**config.mk**
```make
export PLATFORM = sky130hd
export DESIGN_NAME = csc_channel
export DESIGN_NICKNAME = d
export VERILOG_FILES = /design/src/include/csc_pkg.sv /design/src/verilog/csc_channel.sv /design/src/verilog/csc_prescaler.sv /design/src/verilog/csc_pin_sync.sv
export VERILOG_INCLUDE_DIRS = /design/src /design/src/include
export SDC_FILE = /design/constraint.sdc
export NUM_CORES = 1
export LEC_CHECK = 0
export BUFFER_PORTS_ARGS = -buffer_cell sky130_fd_sc_hd__buf_2
export CELL_PAD_IN_SITES_DETAIL_PLACEMENT = 2
export CELL_PAD_IN_SITES_GLOBAL_PLACEMENT = 2
export CORE_ASPECT_RATIO = 1.25
export CORE_UTILIZATION = 37
export CTS_CLUSTER_DIAMETER = 150
export DETAILED_ROUTE_END_ITERATION = 10
export HOLD_SLACK_MARGIN = 0.12
export PLACE_DENSITY_LB_ADDON = 0.1
export SLEW_MARGIN = 20
export SYNTH_ARGS = -nofsm -noshare
export SYNTH_HDL_FRONTEND = slang
export SYNTH_SLANG_ARGS = --single-unit
```
**constraint.sdc**
```tcl
create_clock -name ref_clk_i -period 3.47 [get_ports ref_clk_i]
set_clock_uncertainty 0.15 [all_clocks]
set_input_delay 0.1735 -clock ref_clk_i [delete_from_list [all_inputs] [get_ports ref_clk_i]]
set_output_delay 0.1735 -clock ref_clk_i [all_outputs]
set_load 0.005 [all_outputs]
```
**src/include/csc_params.svh**
```systemverilog
`ifndef CSC_PARAMS_SVH
`define CSC_PARAMS_SVH

// register addresses
`define CSC_ADDR_IRQ_FLAGS   6'h03
`define CSC_ADDR_PIN_FN      6'h04
`define CSC_ADDR_MODE_A      6'h05
`define CSC_ADDR_DATA_LO     6'h06
`define CSC_ADDR_DATA_HI     6'h07
`define CSC_ADDR_OUT_DRIVE   6'h0C
`define CSC_ADDR_MODE_B      6'h28
// field positions
`define CSC_IRQ_FLAG_BIT     2
`define CSC_MODEA_INTCLK_BIT 3
`define CSC_MODEB_RANGE_BIT  0
`define CSC_MODEB_IDLE_BIT   1
// reset values
`define CSC_RST_NIBBLE       4'h0
`define CSC_RST_IDLE_LEVEL   1'b1
// timing counts
`define CSC_MODE_A_DELAY     2'h2
`define CSC_BITS_PER_FRAME   3'h0
// prescaler half periods less one, by rate select {range, rate}
`define CSC_HALF_SEL_0       12'h7FF
`define CSC_HALF_SEL_1       12'h1FF
`define CSC_HALF_SEL_2       12'h07F
`define CSC_HALF_SEL_3       12'h01F
`define CSC_HALF_SEL_4       12'h007
`define CSC_HALF_SEL_5       12'h001
`define CSC_HALF_SEL_8       12'hFFF
`define CSC_HALF_SEL_9       12'h3FF
`define CSC_HALF_SEL_A       12'h0FF
`define CSC_HALF_SEL_B       12'h03F
`define CSC_HALF_SEL_C       12'h00F
`define CSC_HALF_SEL_D       12'h003

`endif

```
**src/include/csc_pkg.sv**
```systemverilog
package csc_pkg;
  typedef enum logic [1:0] {
    CSC_ST_START_WAIT = 2'b00,
    CSC_ST_CLOCK_WAIT = 2'b01,
    CSC_ST_TRANSFER   = 2'b10,
    CSC_ST_CONT_CLOCK = 2'b11
  } csc_state_t;
endpackage : csc_pkg

```
**src/verilog/csc_channel.sv**
```systemverilog
// Local design decision: strobed register access.
`timescale 1ns/10ps
`include "csc_params.svh"
// ----------------------------------------------------------------
// ----------------------------------------------------------------
module csc_channel
#(
  parameter bit USE_READ_START = 1'b0  // set for the second channel
)
(
  // clock and reset
  input  wire logic       ref_clk_i,
  input  wire logic       srst_i,
  // register port
  input  wire logic [5:0] reg_addr_i,
  input  wire logic [3:0] reg_wdata_i,
  input  wire logic       reg_wr_i,
  input  wire logic       reg_rd_i,
  output logic      [3:0] reg_rdata_o,
  // start-transfer instruction strobe
  input  wire logic       start_transfer_instr_i,
  // serial pins
  input  wire logic       serial_clock_pin_i,
  output logic            serial_clock_pin_o,
  output logic            serial_clock_pin_oe_n_o,
  input  wire logic       serial_in_pin_i,
  output logic            serial_out_pin_o,
  output logic            serial_out_pin_oe_n_o,
  // status
  output logic            irq_flag_o
);
  import csc_pkg::*;

  // ----------------------------------------------------------------
  // register state
  // ----------------------------------------------------------------
  logic [3:0] mode_a_q, mode_a_d;
  logic [3:0] mode_a_eff_q, mode_a_eff_d;
  logic [1:0] mode_a_dly_q, mode_a_dly_d;
  logic [3:0] pin_fn_q, pin_fn_d;
  logic [3:0] out_drv_q, out_drv_d;
  logic       range_q, range_d;
  logic       idle_lvl_q, idle_lvl_d;
  logic [3:0] irq_reg_q, irq_reg_d;
  logic [3:0] rdata_q, rdata_d;

  // ----------------------------------------------------------------
  // channel state
  // ----------------------------------------------------------------
  csc_state_t state_q, state_d;
  logic [2:0] cnt_q, cnt_d;
  logic [7:0] shreg_q, shreg_d;
  logic       sck_q, sck_d;
  logic       so_q, so_d;
  logic       first_low_q, first_low_d;

  // decoded strobes
  logic       wr_mode_a;
  logic       start_trig;
  logic       int_clk;
  logic       half_tick;
  logic       ext_level;
  logic       ext_rise;
  logic       ext_fall;
  logic       clk_rise;
  logic       clk_fall;
  logic       tx_en;
  logic       rx_en;

  assign wr_mode_a  = reg_wr_i && (reg_addr_i == `CSC_ADDR_MODE_A);
  // second channel starts on a dummy read of its mode A register
  assign start_trig = USE_READ_START ? (reg_rd_i && (reg_addr_i == `CSC_ADDR_MODE_A))
                                     : start_transfer_instr_i;
  assign int_clk    = mode_a_eff_q[`CSC_MODEA_INTCLK_BIT];
  // pin function low bits: 01 transmit, 10 receive, 11 both
  assign tx_en      = pin_fn_q[0];
  assign rx_en      = pin_fn_q[1];

  // ----------------------------------------------------------------
  // clock sources
  // ----------------------------------------------------------------
  csc_prescaler u_prescaler
  (
    .ref_clk_i   (ref_clk_i),
    .srst_i      (srst_i),
    .rate_sel_i  ({range_q, mode_a_eff_q[2:0]}),
    .half_tick_o (half_tick)
  );

  csc_pin_sync u_sck_sync
  (
    .ref_clk_i (ref_clk_i),
    .srst_i    (srst_i),
    .pin_i     (serial_clock_pin_i),
    .level_o   (ext_level),
    .rise_o    (ext_rise),
    .fall_o    (ext_fall)
  );

  // external clock edges come through the synchroniser
  always_comb
  begin
    if (int_clk)
    begin
      clk_fall = half_tick && sck_q && (state_q != CSC_ST_START_WAIT);
      clk_rise = half_tick && !sck_q;
    end
    else
    begin
      clk_fall = ext_fall;
      clk_rise = ext_rise;
    end
  end

  // ----------------------------------------------------------------
  // register writes; mode A applies two cycles later
  // ----------------------------------------------------------------
  always_comb
  begin
    mode_a_d     = mode_a_q;
    pin_fn_d     = pin_fn_q;
    out_drv_d    = out_drv_q;
    range_d      = range_q;
    idle_lvl_d   = idle_lvl_q;
    mode_a_dly_d = (mode_a_dly_q != 2'h0) ? mode_a_dly_q - 2'h1 : 2'h0;
    mode_a_eff_d = (mode_a_dly_q == 2'h1) ? mode_a_q : mode_a_eff_q;
    if (reg_wr_i)
    begin
      case (reg_addr_i)
        `CSC_ADDR_MODE_A:
        begin
          mode_a_d     = reg_wdata_i;
          mode_a_dly_d = `CSC_MODE_A_DELAY;
        end
        `CSC_ADDR_PIN_FN:    pin_fn_d  = reg_wdata_i;
        `CSC_ADDR_OUT_DRIVE: out_drv_d = reg_wdata_i;
        `CSC_ADDR_MODE_B:
        begin
          // mode B is locked while a frame is moving
          if (state_q != CSC_ST_TRANSFER)
          begin
            range_d    = reg_wdata_i[`CSC_MODEB_RANGE_BIT];
            idle_lvl_d = reg_wdata_i[`CSC_MODEB_IDLE_BIT];
          end
        end
        default: ;
      endcase
    end
  end

  // ----------------------------------------------------------------
  // channel state machine, counter, shifter and clock pin
  // ----------------------------------------------------------------
  always_comb
  begin
    state_d     = state_q;
    cnt_d       = cnt_q;
    shreg_d     = shreg_q;
    sck_d       = sck_q;
    so_d        = so_q;
    first_low_d = first_low_q;
    irq_reg_d   = irq_reg_q;

    // software write of the flag register, then hardware set wins
    if (reg_wr_i && (reg_addr_i == `CSC_ADDR_IRQ_FLAGS))
      irq_reg_d = reg_wdata_i;
    if (reg_wr_i && (reg_addr_i == `CSC_ADDR_DATA_LO))
      shreg_d[3:0] = reg_wdata_i;
    if (reg_wr_i && (reg_addr_i == `CSC_ADDR_DATA_HI))
      shreg_d[7:4] = reg_wdata_i;

    case (state_q)
      CSC_ST_START_WAIT:
      begin
        // edges ignored, counter held clear
        cnt_d = 3'h0;
        sck_d = 1'b1;
        so_d  = idle_lvl_q;
        if (start_trig)
          state_d = CSC_ST_CLOCK_WAIT;
      end
      CSC_ST_CLOCK_WAIT:
      begin
        if (int_clk && half_tick)
          sck_d = ~sck_q;
        if (!tx_en || cnt_q == 3'h0)
          so_d = idle_lvl_q;
        if (wr_mode_a)
        begin
          state_d = CSC_ST_START_WAIT;
          cnt_d   = 3'h0;
          sck_d   = 1'b1;
        end
        else if (clk_fall)
        begin
          if (int_clk && pin_fn_q[1:0] == 2'b00)
            state_d = CSC_ST_CONT_CLOCK;
          else
          begin
            state_d     = CSC_ST_TRANSFER;
            first_low_d = 1'b1;
            if (tx_en)
              so_d = shreg_q[0];
          end
        end
      end
      CSC_ST_TRANSFER:
      begin
        if (int_clk && half_tick)
          sck_d = ~sck_q;
        if (clk_fall && tx_en)
          so_d = shreg_q[0];
        if (wr_mode_a || start_trig)
        begin
          cnt_d   = 3'h0;
          state_d = wr_mode_a ? CSC_ST_START_WAIT : CSC_ST_CLOCK_WAIT;
          sck_d   = 1'b1;
          // no flag during the first low pulse
          if (!first_low_q)
            irq_reg_d[`CSC_IRQ_FLAG_BIT] = 1'b1;
        end
        else if (clk_rise)
        begin
          first_low_d = 1'b0;
          shreg_d     = {(rx_en ? serial_in_pin_i : shreg_q[0]), shreg_q[7:1]};
          cnt_d       = cnt_q + 3'h1;
          if (cnt_q == 3'h7)
          begin
            // counter wraps; an extra noise pulse lands here early
            cnt_d = `CSC_BITS_PER_FRAME;
            irq_reg_d[`CSC_IRQ_FLAG_BIT] = 1'b1;
            state_d = int_clk ? CSC_ST_START_WAIT : CSC_ST_CLOCK_WAIT;
            sck_d   = 1'b1;  // clock stops after eight pulses
          end
        end
      end
      CSC_ST_CONT_CLOCK:
      begin
        if (half_tick)
          sck_d = ~sck_q;
        if (wr_mode_a)
        begin
          state_d = CSC_ST_START_WAIT;
          sck_d   = 1'b1;
        end
      end
      default:
        state_d = CSC_ST_START_WAIT;
    endcase

    // read data one cycle after the strobe
    rdata_d = 4'h0;
    if (reg_rd_i)
    begin
      case (reg_addr_i)
        `CSC_ADDR_IRQ_FLAGS: rdata_d = irq_reg_q;
        `CSC_ADDR_DATA_LO:   rdata_d = shreg_q[3:0];
        `CSC_ADDR_DATA_HI:   rdata_d = shreg_q[7:4];
        default:             rdata_d = 4'h0;  // write-only and unmapped read zero
      endcase
    end
  end

  // ----------------------------------------------------------------
  // registers
  // ----------------------------------------------------------------
  always_ff @(posedge ref_clk_i)
  begin
    if (srst_i)
    begin
      mode_a_q     <= `CSC_RST_NIBBLE;
      mode_a_eff_q <= `CSC_RST_NIBBLE;
      mode_a_dly_q <= 2'h0;
      pin_fn_q     <= `CSC_RST_NIBBLE;
      out_drv_q    <= `CSC_RST_NIBBLE;
      range_q      <= 1'b0;
      idle_lvl_q   <= `CSC_RST_IDLE_LEVEL;
      irq_reg_q    <= `CSC_RST_NIBBLE;
      rdata_q      <= 4'h0;
      state_q      <= CSC_ST_START_WAIT;
      cnt_q        <= 3'h0;
      shreg_q      <= 8'h00;
      sck_q        <= 1'b1;
      so_q         <= `CSC_RST_IDLE_LEVEL;
      first_low_q  <= 1'b0;
    end
    else
    begin
      mode_a_q     <= mode_a_d;
      mode_a_eff_q <= mode_a_eff_d;
      mode_a_dly_q <= mode_a_dly_d;
      pin_fn_q     <= pin_fn_d;
      out_drv_q    <= out_drv_d;
      range_q      <= range_d;
      idle_lvl_q   <= idle_lvl_d;
      irq_reg_q    <= irq_reg_d;
      rdata_q      <= rdata_d;
      state_q      <= state_d;
      cnt_q        <= cnt_d;
      shreg_q      <= shreg_d;
      sck_q        <= sck_d;
      so_q         <= so_d;
      first_low_q  <= first_low_d;
    end
  end

  // pin enables are low-active; clock driven only in internal mode
  logic sck_oe_n_q;
  logic so_oe_n_q;
  logic irq_q;
  logic unused_lvl;
  assign unused_lvl = ext_level ^ out_drv_q[0];

  // output enables, kept in flops so every port leaves a register
  always_ff @(posedge ref_clk_i)
  begin
    if (srst_i)
    begin
      sck_oe_n_q <= 1'b1;
      so_oe_n_q  <= 1'b1;
      irq_q      <= 1'b0;
    end
    else
    begin
      sck_oe_n_q <= ~mode_a_eff_d[`CSC_MODEA_INTCLK_BIT];
      so_oe_n_q  <= ~pin_fn_d[0];
      irq_q      <= irq_reg_d[`CSC_IRQ_FLAG_BIT];
    end
  end

  assign reg_rdata_o             = rdata_q;
  assign serial_clock_pin_o      = sck_q;
  assign serial_clock_pin_oe_n_o = sck_oe_n_q;
  assign serial_out_pin_o        = so_q;
  assign serial_out_pin_oe_n_o   = so_oe_n_q;
  assign irq_flag_o              = irq_q;
endmodule : csc_channel

```
**src/verilog/csc_prescaler.sv**
```systemverilog
`timescale 1ns/10ps
`include "csc_params.svh"
// ----------------------------------------------------------------
// free-running prescaler giving a one-cycle tick per half period
// ----------------------------------------------------------------
module csc_prescaler
(
  // clock and reset
  input  wire logic       ref_clk_i,
  input  wire logic       srst_i,
  // rate select {range, rate[2:0]}
  input  wire logic [3:0] rate_sel_i,
  // half-period tick
  output logic            half_tick_o
);
  logic [11:0] cnt_q;
  logic [11:0] cnt_d;
  logic [11:0] half_len;
  logic        tick_d;
  logic        tick_q;

  // half of the transmit clock period, less one
  always_comb
  begin
    case (rate_sel_i)
      4'h0:    half_len = `CSC_HALF_SEL_0;  // 4096 cycles
      4'h1:    half_len = `CSC_HALF_SEL_1;  // 1024
      4'h2:    half_len = `CSC_HALF_SEL_2;  // 256
      4'h3:    half_len = `CSC_HALF_SEL_3;  // 64
      4'h4:    half_len = `CSC_HALF_SEL_4;  // 16
      4'h5:    half_len = `CSC_HALF_SEL_5;  // 4
      4'h8:    half_len = `CSC_HALF_SEL_8;  // 8192
      4'h9:    half_len = `CSC_HALF_SEL_9;  // 2048
      4'hA:    half_len = `CSC_HALF_SEL_A;  // 512
      4'hB:    half_len = `CSC_HALF_SEL_B;  // 128
      4'hC:    half_len = `CSC_HALF_SEL_C;  // 32
      4'hD:    half_len = `CSC_HALF_SEL_D;  // 8
      default: half_len = 12'h001;  // unlisted codes fall back to fastest
    endcase
    tick_d = (cnt_q >= half_len);
    cnt_d  = tick_d ? 12'h000 : cnt_q + 12'h001;
  end

  // counter register
  always_ff @(posedge ref_clk_i)
  begin
    if (srst_i)
    begin
      cnt_q  <= 12'h000;
      tick_q <= 1'b0;
    end
    else
    begin
      cnt_q  <= cnt_d;
      tick_q <= tick_d;
    end
  end

  assign half_tick_o = tick_q;
endmodule : csc_prescaler

```
**src/verilog/csc_pin_sync.sv**
```systemverilog
`timescale 1ns/10ps
// ----------------------------------------------------------------
// three-stage pin synchroniser with agreement filter
// ----------------------------------------------------------------
module csc_pin_sync
(
  // clock and reset
  input  wire logic ref_clk_i,
  input  wire logic srst_i,
  // raw pin
  input  wire logic pin_i,
  // filtered level, rise and fall pulses
  output logic      level_o,
  output logic      rise_o,
  output logic      fall_o
);
  logic [2:0] sync_q;
  logic [2:0] sync_d;
  logic       lvl_q;
  logic       lvl_d;

  // a change counts only when the last two stages agree
  always_comb
  begin
    sync_d = {sync_q[1:0], pin_i};
    lvl_d  = (sync_q[1] == sync_q[2]) ? sync_q[2] : lvl_q;
  end

  // pins idle high, so reset to one to avoid a false edge
  always_ff @(posedge ref_clk_i)
  begin
    if (srst_i)
    begin
      sync_q <= 3'b111;
      lvl_q  <= 1'b1;
    end
    else
    begin
      sync_q <= sync_d;
      lvl_q  <= lvl_d;
    end
  end

  assign level_o = lvl_q;
  assign rise_o  = lvl_d & ~lvl_q;
  assign fall_o  = ~lvl_d & lvl_q;
endmodule : csc_pin_sync

```
==> Yosys cells after proc, flatten, opt, wreduce, memory -nomap -nowiden <==
Memory sizes are Yosys's and may differ from the RTL's.
Cells that the tools add are included.
{ "word_totals": {"register_bits": 57, "romBits": 176, "inputBits": 17, "out_inout_bits": 9, "elab_cells": 151, "memories": 1} }
{ "mem_list": {"columns": ["memory", "words", "word_bits", "rd", "rd_ports_with_merged_regs", "wr", "line_no", "source"], "rows": [
  ["(name not given)", 16, 11, 1, 0, 0, "csc_prescaler.sv:25", "case (rate_sel_i)"]
]} }
{ "classes": {"add_sub_neg": 3, "n_lt_le_gt_ge": 1, "eq_ne": 26, "mux": 59, "n_bitwise": 8, "n_reduce_logical": 30} }
{ "op_table": {"columns": ["op", "n"], "rows": [
  ["$mux W1", 32],
  ["$eq A6 B3 Y1 const B", 4],
  ["$mux W8", 3],
  ["$mux W2", 10],
  ["$ne A2 B2 Y1 const B", 10],
  ["$mux W3", 5],
  ["$add A12 B1 Y12 const B", 1],
  ["$ge A12 B12 Y1", 1],
  ["$mux W4", 3],
  ["$pmux W4 S3", 1],
  ["$logic_and A1 B1 Y1", 10],
  ["$ne A3 B3 Y1 const B", 3],
  ["$pmux W3 S3", 1],
  ["$pmux W2 S4", 1],
  ["$eq A6 B2 Y1 const B", 1],
  ["$eq A6 B6 Y1 const B", 1],
  ["$not A1 Y1", 6],
  ["$reduce_and A2 Y1", 3],
  ["$reduce_and A3 Y1", 2],
  ["$reduce_and A6 Y1", 1],
  ["$reduce_bool A2 Y1", 3],
  ["$reduce_and A5 Y1", 1],
  ["$eq A2 B1 Y1 const B", 2],
  ["$eq A2 B2 Y1 const B", 2],
  ["other kinds (15)", 20]
]} }

==> Depth between registers and ports, before layout <==
Gate-level depths: netlist (run 1).
{ "depth": {"depth_word": 8, "ltp_mapped": 10, "depth_no_buf": 8} }

==> Cells and area by module <==
From an unflattened synthesis (run 1), not the netlist that was laid out.
{ "hier_totals": {"hier_cells": 352, "hier_area_um2": 3138.0} }
{ "by_module_without_submodules": {"columns": ["module", "n_inst", "cells_per_inst", "area_per_inst_um2", "seq_area_each_um2"], "rows": [
  ["csc_channel", 1, 234, 2087.0, 800.8],
  ["csc_prescaler", 1, 105, 920.9, 260.2],
  ["csc_pin_sync", 1, 13, 130.1, 80.1]
]} }

==> Worst setup path before layout (run 1) <==
No wires, ideal clock.
{ "synth_path": {"path_kind": "register -> register", "startpoint": "register mode_a_eff_q[2]", "endpoint": "register u_prescaler.cnt_q[10]", "setup_ns": 0.132, "arrival_ns": 2.285, "required_time_ns": 3.188, "setup_slack_ns": 0.903, "stages_incl_launch_ff": 11, "path_buffers": 2, "period_less_slack_ns": 2.567, "path_cell_list": "dfxtp_1 > clkbuf_1 > or3_1 > or2_2 > ha_1 > a211o_1 > a21oi_1 > a21boi_1 > a311oi_1 > buf_2 > nor3_1"} }
{ "synth_via": {"elab_chain_cells": 3} }
{ "synth_rtl": {"columns": ["element", "line_no", "source"], "rows": [
  ["start, declared", "csc_channel.sv:38", "logic [3:0] mode_a_eff_q, mode_a_eff_d;"],
  ["start signal, assigned", "csc_channel.sv:272", "mode_a_eff_q <= `CSC_RST_NIBBLE;"],
  ["start signal, assigned", "csc_channel.sv:290", "mode_a_eff_q <= mode_a_eff_d;"],
  ["$mem_v2 Z16 W11", null, null],
  ["$ge A12 B12 Y1", "csc_prescaler.sv:40", "tick_d = (cnt_q >= half_len);"],
  ["$reduce_or A2 Y1 (no line)", null, null],
  ["end signal, assigned", "csc_prescaler.sv:54", "cnt_q <= cnt_d;"],
  ["end, declared", "csc_prescaler.sv:16", "logic [11:0] cnt_q;"]
]} }
Every way passes these cells.
A chain may end at the register's enable or synchronous reset.

==> Final worst setup path (run 1) <==
{ "layout_path": {"startpoint": "register mode_a_eff_q[2]", "endpoint": "register u_prescaler.cnt_q[4]"} }
Same word-level chain as after synthesis.

==> results.md, run 1 <==
Finish:
- The library cell used most frequently in the layout, excluding fill and tap cells, is dfxtp_1.
- In the final layout, the share of cells above drive strength 1 is 0.185.
- The library cells used most frequently in the layout, excluding fill and tap cells, are dfxtp_1 (57), nand2_1 (30), nor2_1 (25), buf_2 (25), mux2i_1 (21).
- The count of placed standard cells in the final layout, fillers left out is 464.
- Once layout is complete, the utilization of the core stands at 0.431.
- Fill cells in the final layout number 933.
- The area added between synthesis and finish is 13.6%.
- The final net count is 400.
- The count of antenna diodes in the layout is 0.
- The summed area of non-filler cells in the final layout is 3530 sq um.

Drt:
- After detailed routing, the average wire length per cell comes to 17.6 microns.
- In this run, the number of DRC markers left after iteration 0 of detailed routing was 62.
- The routed via count divided by cell count is 5.52.
- The final layout contains routed wiring with a total length of 8160 microns.
- The antenna violation net count after detailed routing is 0.
- The total vias in the final route is 2,560.
- The first-pass detailed-route iteration total is 7.
- The remaining routing DRC violations is 8.

Min path:
- The worst hold-check path type is in -> reg.

Place:
- Detailed placement ended at an HPWL of 5810 microns.
- The global placement routability congestion is 0.741.
- Once placement completed, the tool counted placed cells totaling 440.
- The post-placement cell area is 3250 sq um.
- Input and output buffers added on the ports amount to 25.

Logic synthesis:
- The number of distinct library cells after synthesis is 58.
- The post-synthesis area per instance is 9.25 sq um.
- In the synthesized netlist the dominant register cell turns out to be dfxtp_1.
- By area, the combinational part of the netlist is dominated by simple AND/OR/NAND/NOR gates.
- After synthesis the cells add up to 3110 sq um.
- Of the total synthesized cell area, the portion taken by full adders, half adders and majority gates is 0.0765.
- The xor-xnor portion of the synthesized cell area is 0.0282.
- For this run, the register share of the synthesized area comes to 0.367.
- The compound-cell area share of the yosys netlist was 0.159.
- The number of nets handed over by synthesis was 372.
- The post-synthesis cell count is 336.
- The mux cell area share after synthesis is 0.0893.
- The number of synthesized flops with an enable pin is 0.
- The Yosys step of the flow raised 0 warnings.
- The simple-gate share of the synthesized area is 0.226.
- The count of state elements after synthesis is 57.
- The post-synthesis async set-or-reset flop share is 0.

Floorplanning:
- For this configuration, the core starts out at a cell density of 0.379.
- The die height is 104 microns.
- During I/O placement, the number of pins put on the boundary was 26.
- The die is 84.0 microns wide.
- The standard cell core area is 8190 sq um.
- The floorplan has 37 rows.
- The total die area is 8780 sq um.

STA:
- Static timing analysis puts the maximum clock frequency at 340 MHz.
- In this run the tightest slew margin relative to its limit is 0.471.
- In the finished design, the share of the clock period the worst path needs comes to 0.848.
- At the pin with the least slew margin, the transition time is 789 ps.
- Setup repair after global routing left no endpoint under its margin.
- The number of pins exceeding their max-slew limit in the final report came to 0.
- The clock period minus worst slack is 2940 ps.
- The number of setup violations in the final report is 0.
- The count of endpoints failing hold in the final timing report is 0.
- Summed over all failing endpoints, the final setup total negative slack is 0 ps.

Worst setup path:
- Along the worst path, the maximum fanout reaches 10.
- STA puts the critical path data required time at 3510 ps.
- The kind of capture point of the worst setup path is a flip-flop.
- The type of the worst setup path is reg -> reg.
- At the worst endpoint, the arrival time is 2980 ps.
- The critical path launch point type is a flip-flop.

Pwr:
- The worst vdd rail ir drop is 163 uV.
- In this run the power density over the cells is 434 nW/um^2.
- Summed over all cells, the static leakage comes to 1.48 nW.
- The overall power consumption is 1.53 mW.

Run:
- Max-cap violations in this run came to 0.

Clock network:
- The cell sitting at the root of the clock tree is a clkbuf_8.
- The post-cts resize count is 0.
- The clock passes through at most 2 buffers.
- The number of buffers added by the clock tree synthesis step is 9.
- The count of hold buffers inserted by post-cts repair is 10.
- Clock-pin slew was measured on the worst setup and hold paths at 60 ps.
- The clock network latency to the later pin of the worst-skew pair is 330 ps.
- In this run the post-CTS setup repair buffer count came out at 0.
- The total clock sinks is 57.
- The number of H-tree levels is 3.
- The TritonCTS clock tree is yes.

Global route:
- Entering global routing, the biggest net connects 46 pins.
- The number of antenna violations at the first check in global routing is 0.
- For this run, the total global-route usage over all layers was measured as 0.206.
- The first-pass GRT wire length is 14,000 microns.
- The via count of the first global-routing pass came to 2,778.
- The total congestion overflow after global routing is 0.

Status:
- The final reports fail on design-rule violations.
- The run finished, with violations left.
cell type report:
| class | count | area [sq um] | share of cell area |
|---|---|---|---|
| Clock buffer | 11 | 141 | 0.0400 |
| Clock inverter | 3 | 42.5 | 0.0120 |
| Inverter | 12 | 45.0 | 0.0127 |
| Multi-Input combinational cell | 247 | 1800 | 0.510 |
| Sequential cell | 57 | 1140 | 0.323 |
| Tap cell | 97 | 121 | 0.0343 |
| Timing Repair Buffer | 37 | 240 | 0.0680 |
metrics by stage:
stage | hold WS, ps | worst slack (ps)
after floorplan | 127 | 903
after global placement | 207 | 590
after detailed placement | 212 | 469
after CTS | 172 | 465
after global routing | 190 | 295
final | 167 | 527
cell usage after synthesis (all sizes together) (8+ instances only):
cell	instances	area, sq um
nor2	25	93.8
a21oi	13	65.1
nand3	15	92.6
ha	19	238
mux2i	21	210
or2	8	50.1
clkbuf	9	33.8
o21ai	9	45.0
dfxtp	57	1140
nand2	30	113
a211oi	12	95.1
nor3	14	80.1
inv	12	45.0
buf	11	87.6
layer usage:
layer	track usage	up-vias	part of all wire
li1	-	1253	-
met1	0.247	1274	0.44
met2	0.365	27	0.52
met3	0.0413	6	0.022
met4	0.0653	0	0.011
met5	0	-	0
worst paths after layout:
path                              startpoint                         endpoint  slack, ps  depth (start not counted)
min reg2reg  u_sck_sync.sync_q[0]$_SDFF_PP1_  u_sck_sync.sync_q[1]$_SDFF_PP1_        270                          1
min                                   srst_i          idle_lvl_q$_SDFFE_PP1P_        170                          3
max             mode_a_eff_q[2]$_SDFFE_PP0P_  u_prescaler.cnt_q[4]$_SDFF_PP0_        530                          9
max reg2reg     mode_a_eff_q[2]$_SDFFE_PP0P_  u_prescaler.cnt_q[4]$_SDFF_PP0_        530                          9
power breakdown:
part           total, mW  internal, mW  leakage, nW  switching (mW)
Combinational      0.246         0.107        0.928           0.139
Sequential         0.696         0.675        0.461          0.0217
Clock              0.592         0.342       0.0913           0.250
worst max-delay path, stage by stage, from the launching register on:
cell and delay, ps:
dfxtp_1 380, or3_1 420, or2_2 290, ha_1 300
a211o_1 120, a21oi_1 50, a21boi_1 130, a311oi_1 620
buf_4 280, nor3_1 60
state kept, by name, summed over array words and instances (netlist names), 3 cells and up:
| name | cells |
|---|---|
| reg_rdata_o | 4 |
| cnt_q | 3 |
| u_sck_sync.sync_q | 3 |
| shreg_q | 8 |
| u_prescaler.cnt_q | 12 |
| mode_a_eff_q | 4 |
| irq_reg_q | 4 |
| mode_a_q | 4 |
cell families after synthesis:
kind of cell / after synthesis
compound gates: 65
buf+inv: 32
xor+xnor: 10
flops: 57
fa+ha+maj: 19
simple gates: 126
mux: 27
No activity file was read; power rests on OpenSTA's default activity.
==> run 2: changes to the inputs <==
Settings changed: CORE_UTILIZATION 37 to 34.
Clock period 3.47 ns to 2.4 ns, I/O delays scaled along.
==> results.md, run 2 (synthesis gave the netlist of run 1 again) <==
Finish:
- The final net count is 420 (+5.0%).
- The most common library cell in the layout ignoring fill and taps is dfxtp_1.
- The fill cell instance count of the final layout came to 985 (+5.6%).
- The share of post-route cells with drive strength above 1 is 0.254 (+0.0692).
- The summed area of non-filler cells in the final layout came to 3840 sq um (+8.6%).
- The multi-input logic area came to 1900 sq um (+5.2%).
- The flip-flop count of the largest register after layout was 12 (unchanged).
- Relative to the synthesized area, the layout overhead comes to 23.5%.
- The largest register by flop count is u_prescaler.cnt_q.
- The top cell types in the final layout, fill and taps aside, are dfxtp_1 (55), nand2_1 (30), nor2_1 (25), buf_2 (25), mux2i_1 (21).
- The combined flip-flop and latch cell area is 1140 sq um (+0.22%).
- The largest registers in the layout are u_prescaler.cnt_q x12, shreg_q x8.
- The count of antenna diodes in the layout is 0 (unchanged).

Global route:
- The first-pass GRT wire length is 14,300 microns (+1.9%).
- The number of antenna violations at the first check in global routing is 0 (unchanged).
- The global-route usage over all layers was 0.199 (-0.00663).
- The largest net degree at the start of global routing is 46 (unchanged).
- The total congestion overflow after global routing is 0 (unchanged).
- The via count of the first global-routing pass is 2,831 (+1.9%).

Worst setup path:
- In this run the critical register-to-register path is launched from mode_a_eff_q[0]$_SDFFE_PP0P_.
- The critical path data arrival time was 2490 ps (-490 ps).
- The critical path startpoint is mode_a_eff_q[0]$_SDFFE_PP0P_.
- The length in cells of the worst reg-to-reg path was 9 (unchanged).
- STA classifies the critical path endpoint as a flip-flop.
- The peak fanout along the critical path was 13 (+3).
- The required time of the worst setup path is 2480 ps (-1030 ps).
- The critical path launch point type is a flip-flop.
- The slack of the worst reg-to-reg path is -4 ps (-530 ps).
- The type of the worst setup path is reg -> reg.

Drt:
- The wire length reported by the detailed router was 8690 microns (+6.4%).
- The antenna violation net count after detailed routing is 0 (unchanged).
- The first-pass detailed-route iteration total came to 4 (-3).
- The starting DRC count in detailed routing is 88 (+42%).
- The total vias in the final route is 2,612 (+2.0%).
- The wire length per cell is 17.1 microns (-3.0%).
- The routed via count divided by cell count came to 5.13 (-7.0%).
- The remaining routing DRC violations is 0 (-8).

STA:
- Setup repair after global routing could not meet its margin everywhere.
- The slew at the pin closest to its max-slew limit was 542 ps (-246 ps).
- The worst relative slew slack came to 0.638 (+0.168).
- The timing-limited maximum frequency is 416 MHz (+22%).
- The clock period minus worst slack was 2400 ps (-539 ps).
- The number of setup violations in the final report came to 1 (+1).
- The number of pins exceeding their max-slew limit in the final report is 0 (unchanged).
- The worst setup slack after layout is -3.86 ps (-531 ps).
- The count of endpoints failing hold in the final timing report is 0 (unchanged).
- The final clock period utilization by the worst path is 1.00 (+0.154).

Clock network:
- The number of buffers added by the clock tree synthesis step is 9 (unchanged).
- The clock network latency to the later pin of the worst-skew pair is 330 ps (about the same).
- The total clock sinks is 57 (unchanged).
- The number of H-tree levels was 3 (unchanged).
- The clock input transition at the sequential cells of the worst setup and hold paths is 70 ps (about the same).
- The TritonCTS clock tree is yes.
- The largest buffer count on any clock path is 2 (unchanged).
- The tree is rooted in a clkbuf_8.

Min path:
- The worst hold-check path type is in -> reg.
- The number of cells on the worst hold path is 4 (+1).
- The worst hold path begins at reg_addr_i[0].

Pwr:
- The switching portion of total power is 0.276 (+0.00833).
- The worst vdd rail ir drop is 299 uV (+83%).
- The cell area power density is 592 nW/um^2 (+36%).
- The switching power is 627 uW (+53%).
- The proportion of power drawn by the clock network is 0.396 (+0.010).
- The overall power consumption is 2.27 mW (+48%).
- The reported leakage power is 1.64 nW (+11%).
- The part of the power in registers is 0.443 (-0.011).
- The cell-internal power was 1.65 mW (+47%).
- The combinational cell fraction of total power is 0.160 (about the same).

Floorplanning:
- The starting density of the core is 0.353 (-0.0260).
- The standard cell core area is 8800 sq um (+7.3%).
- The total I/O pin count is 26 (unchanged).
- The die extent in x is 87.5 microns (+4.2%).
- The total die area is 9530 sq um (+8.6%).
- The die height is 109 microns (+4.2%).
- The number of core rows came to 38 (+2.7%).

Place:
- The port buffer count is 25 (unchanged).
- The post-placement cell area is 3400 sq um (+4.8%).
- The global placement routability congestion came to 0.762 (+2.9%).
- The placed wire-length estimate after detailed placement came to 6170 microns (+6.1%).
- The worst slack at placement is -340 ps (-809 ps).

Run:
- The max-cap violation count is 0 (unchanged).

Status:
- The final reports fail on negative setup slack.
- The flow ran to the end, but the final reports show violations.
==> run 2: cell count changes in the layout (fill, tap and decap cells not counted), sizes merged <==
cell         previous run  this run
buf                    27        42
clkbuf                 11        13
clkinv                  1         2
clkinvlp                1         0
dlygate4sd3            10        15
==> run 2: final timing paths <==
path | end
max reg2reg | u_prescaler.half_tick_o$_SDFF_PP0_
min | reg_rdata_o[2]$_SDFF_PP0_
min reg2reg | u_sck_sync.sync_q[1]$_SDFF_PP1_
max | u_prescaler.half_tick_o$_SDFF_PP0_
==> run 2: critical path: stages, from the launching register on <==
cell,delay (ps)
dfxtp_2,320
or3_4,380
or2_4,240
ha_4,210
a211o_1,260
a21oi_2,130
a21boi_4,210
a311oi_4,70
buf_12,170
and2_4,150
==> run 2: power groups by stage <==
stage | sequential, mW | combinational, mW | clock [mW]
detailed placement | 1.03 | 0.349 | 0
global route | 1.01 | 0.408 | 0.965
CTS | 1.01 | 0.369 | 0.927
finish | 1.01 | 0.364 | 0.901
global placement | 1.03 | 0.337 | 0
floorplan | 1.02 | 0.257 | 0
==> run 2: repair_timing <==
| action | in CTS | in global routing |
|---|---|---|
| hold endpoints to repair | 26 | 0 |
| hold buffers | 15 | 0 |
| resized for setup | 4 | 10 |
| buffers inserted | 2 | 0 |
| pin swaps | 1 | 0 |
| endpoints found under the setup margin | 13 | 13 |
==> run 2: per-layer routing <==
metal	routed length, microns	part of all wire	global-route usage
met1	3800	0.44	0.237
met2	4640	0.53	0.361
met3	151	0.017	0.0386
met4	89	0.010	0.0562
met5	0	0	0
==> run 2: final cells by class <==
| class | instances | share of cell area |
|---|---|---|
| clock buffers | 13 | 0.0388 |
| flip-flops and latches | 57 | 0.298 |
| repair buffers | 57 | 0.108 |
| inverters | 12 | 0.0117 |
| clock inverters | 3 | 0.0104 |
| well taps | 120 | 0.0391 |
| multi-input cells | 247 | 0.494 |
==> run 2: stage by stage <==
step	instances	hold slack (ps)	setup TNS [ps]	utilization
after floorplan	336	73.8	0	-
after global placement	476	155	-3020	0.387
after detailed placement	476	166	-4070	0.387
after CTS	509	179	-7.82	0.432
after global routing	509	225	-702	0.436
final	509	189	-3.86	0.436
==> run 3: changes to the inputs <==
Settings changed: CORE_ASPECT_RATIO 1.25 to 0.7.
==> results.md, run 3 (synthesis gave the netlist of run 1 again) <==
Worst setup path:
- The critical path data arrival time was 2450 ps (-40 ps).
- The kind of capture point of the worst setup path is a flip-flop.
- The critical path launch point type is a flip-flop.
- Traced cell by cell, the critical path runs through or3_1 > or2_4 > ha_4 > a211o_1 > a21oi_2 > a21boi_2 > a311oi_2 > buf_6 > and2_1.
- The required time of the worst setup path is 2480 ps (about the same).
- The type of the worst setup path is reg -> reg.
- The maximum single-stage delay on the critical path came to 370 ps (about the same).
- The buffering stage count on the worst path with inverters included was 1 (unchanged).
- The cell with the biggest individual delay on the critical path is or3_1.
- The cell family contributing the most delay on the critical path is simple AND/OR/NAND/NOR gates.
- The peak fanout along the critical path was 13 (unchanged).

Status:
- The run finished with clean final reports.

Pwr:
- The cell area power density is 697 nW/um^2 (+18%).
- The cell-internal power came to 1.97 mW (+19%).
- The part of the power in registers was 0.383 (-0.060).
- The overall power consumption was 2.64 mW (+16%).
- The switching power is 677 uW (+8.0%).
- The reported leakage power is 1.59 nW (-3.0%).
- The worst vdd rail ir drop came to 387 uV (+29%).
- The combinational cell fraction of total power was 0.140 (-0.020).
- The proportion of power drawn by the clock network is 0.478 (+0.082).
- The switching portion of total power is 0.256 (-0.0195).

Drt:
- The wire length reported by the detailed router came to 9050 microns (+4.2%).
- The first-pass detailed-route iteration total is 4 (unchanged).
- The antenna violation net count after detailed routing came to 0 (unchanged).
- The remaining routing DRC violations was 0 (unchanged).
- The total vias in the final route came to 2,616 (+0.15%).
- The wire length per cell is 18.2 microns (+6.7%).
- The starting DRC count in detailed routing is 87 (-1.1%).
- The routed via count divided by cell count was 5.26 (+2.6%).

Clock network:
- The number of buffers added by the clock tree synthesis step was 9 (unchanged).
- The tree is rooted in a clkbuf_16.
- The number of H-tree levels is 3 (unchanged).
- The largest buffer count on any clock path is 2 (unchanged).
- The TritonCTS clock tree is yes.
- The total clock sinks is 57 (unchanged).
- The clock input transition at the sequential cells of the worst setup and hold paths was 50 ps (-20 ps).
- The clock network latency to the later pin of the worst-skew pair came to 330 ps (about the same).
- The number of post-CTS setup repair buffers came to 0 (-2).

STA:
- The final clock period utilization by the worst path was 0.991 (-0.0106).
- The accumulated negative setup slack is 0 ps (+3.86 ps).
- The count of endpoints failing hold in the final timing report was 0 (unchanged).
- The timing-limited maximum frequency is 420 MHz (+1.1%).
- The worst hold slack across all endpoints is 117 ps (-72.4 ps).
- The worst relative slew slack was 0.610 (-0.0280).
- The clock period minus worst slack came to 2380 ps (-25.5 ps).
- Setup repair after global routing could not meet its margin everywhere.
- The number of setup violations in the final report came to 0 (-1).
- The number of pins exceeding their max-slew limit in the final report came to 0 (unchanged).
- The slew at the pin closest to its max-slew limit came to 583 ps (+40.8 ps).

Run:
- The max-cap violation count is 0 (unchanged).

Finish:
- The fill cell instance count of the final layout came to 953 (-3.2%).
- The count of antenna diodes in the layout is 0 (unchanged).
- The share of post-route cells with drive strength above 1 is 0.225 (-0.0290).
- The final net count is 408 (-2.9%).
- The largest registers in the layout are u_prescaler.cnt_q x12, shreg_q x8.
- The library cells used most frequently in the layout, excluding fill and tap cells, are dfxtp_1 (57), nand2_1 (30), nor2_1 (25), buf_2 (25), mux2i_1 (21).
- The area added between synthesis and finish is 21.9%.
- The flip-flop count of the largest register after layout came to 12 (unchanged).
- The summed area of non-filler cells in the final layout is 3790 sq um (-1.2%).
- The count of placed standard cells in the final layout, fillers left out was 497 (-2.4%).
- The largest register by flop count is u_prescaler.cnt_q.
- The most common library cell in the layout ignoring fill and taps is dfxtp_1.

Global route:
- The number of antenna violations at the first check in global routing is 0 (unchanged).
- The largest net degree at the start of global routing is 46 (unchanged).
- The global-route usage over all layers is 0.213 (+0.0132).
- The via count of the first global-routing pass came to 2,806 (-0.88%).
- The total congestion overflow after global routing came to 0 (unchanged).
- The first-pass GRT wire length is 14,900 microns (+4.3%).

Floorplanning:
- The total I/O pin count was 26 (unchanged).
- The die height is 82.0 microns (-25%).
- The standard cell core area came to 8650 sq um (-1.6%).
- The starting density of the core is 0.359 (+0.00583).
- The die extent in x is 116 microns (+33%).
- The total die area is 9540 sq um (about the same).
- The number of core rows is 28 (-26%).

Place:
- The placed wire-length estimate after detailed placement is 6320 microns (+2.4%).
- The post-placement cell area is 3360 sq um (-1.3%).
- The global placement routability congestion came to 0.739 (-3.1%).
- The port buffer count is 25 (unchanged).
- The number of placed instances with taps included is 470 (-1.3%).

Min path:
- The worst hold path belongs to the class in -> reg.
[run 3: timing repair]
action / in CTS / in global routing
gates resized for setup: 1 / 6
hold buffers: 11 / 0
hold endpoints to repair: 26 / 0
endpoints found under the setup margin: 10 / 13
[run 3: worst paths after layout]
check | from | endpoint | slack (ps) | depth (start not counted)
setup / recovery | mode_a_eff_q[2]$_SDFFE_PP0P_ | u_prescaler.half_tick_o$_SDFF_PP0_ | 20 | 9
hold / removal | reg_addr_i[2] | pin_fn_q[1]$_SDFFE_PP0P_ | 120 | 4
setup reg to reg | mode_a_eff_q[2]$_SDFFE_PP0P_ | u_prescaler.half_tick_o$_SDFF_PP0_ | 20 | 9
hold reg to reg | u_sck_sync.sync_q[0]$_SDFF_PP1_ | u_sck_sync.sync_q[1]$_SDFF_PP1_ | 260 | 1
[run 3: worst reg2reg max path: cells and delay by family, from the launching register on]
| kind | cells | cell delay [ps] |
|---|---|---|
| buffers and inverters | 1 | 180 |
| AO/OA/AOI/OAI | 4 | 630 |
| flip-flops | 1 | 330 |
| AND/OR/NAND/NOR | 3 | 780 |
| adder cells (fa/ha/maj) | 1 | 210 |
[run 3: routing by layer]
metal  track usage  vias up  share of wire
li1              -     1279              -
met1         0.278     1297           0.51
met2         0.338       30           0.45
met3        0.0531       10          0.026
met4        0.0769        0          0.014
met5             0        -              0
[run 3: final cells by class]
class | instances | area, sq um | share of cell area
multi-input combinational | 247 | 1860 | 0.490
inverter | 12 | 45.0 | 0.0119
clock inverter | 3 | 40.0 | 0.0106
clock buffer | 13 | 250 | 0.0660
sequential | 57 | 1140 | 0.301
timing repair buffer | 45 | 307 | 0.0809
tap | 120 | 150 | 0.0396
[run 3: per-stage QoR]
step	util	setup WS, ps
2_1_floorplan	-	0.170
3_3_place_gp	0.388	33.0
3_5_place_dp	0.388	-15.4
4_1_cts	0.435	4.27
5_1_grt	0.438	-82.0
6_report	0.438	21.6
[run 3: power by group through the flow]
stage / combinational [mW] / clock [mW] / sequential (mW)
final: 0.369 / 1.26 / 1.01
after global routing: 0.406 / 1.34 / 1.01
after CTS: 0.373 / 1.30 / 1.01
after detailed placement: 0.354 / 0 / 1.03
after global placement: 0.348 / 0 / 1.03
after floorplan: 0.257 / 0 / 1.02
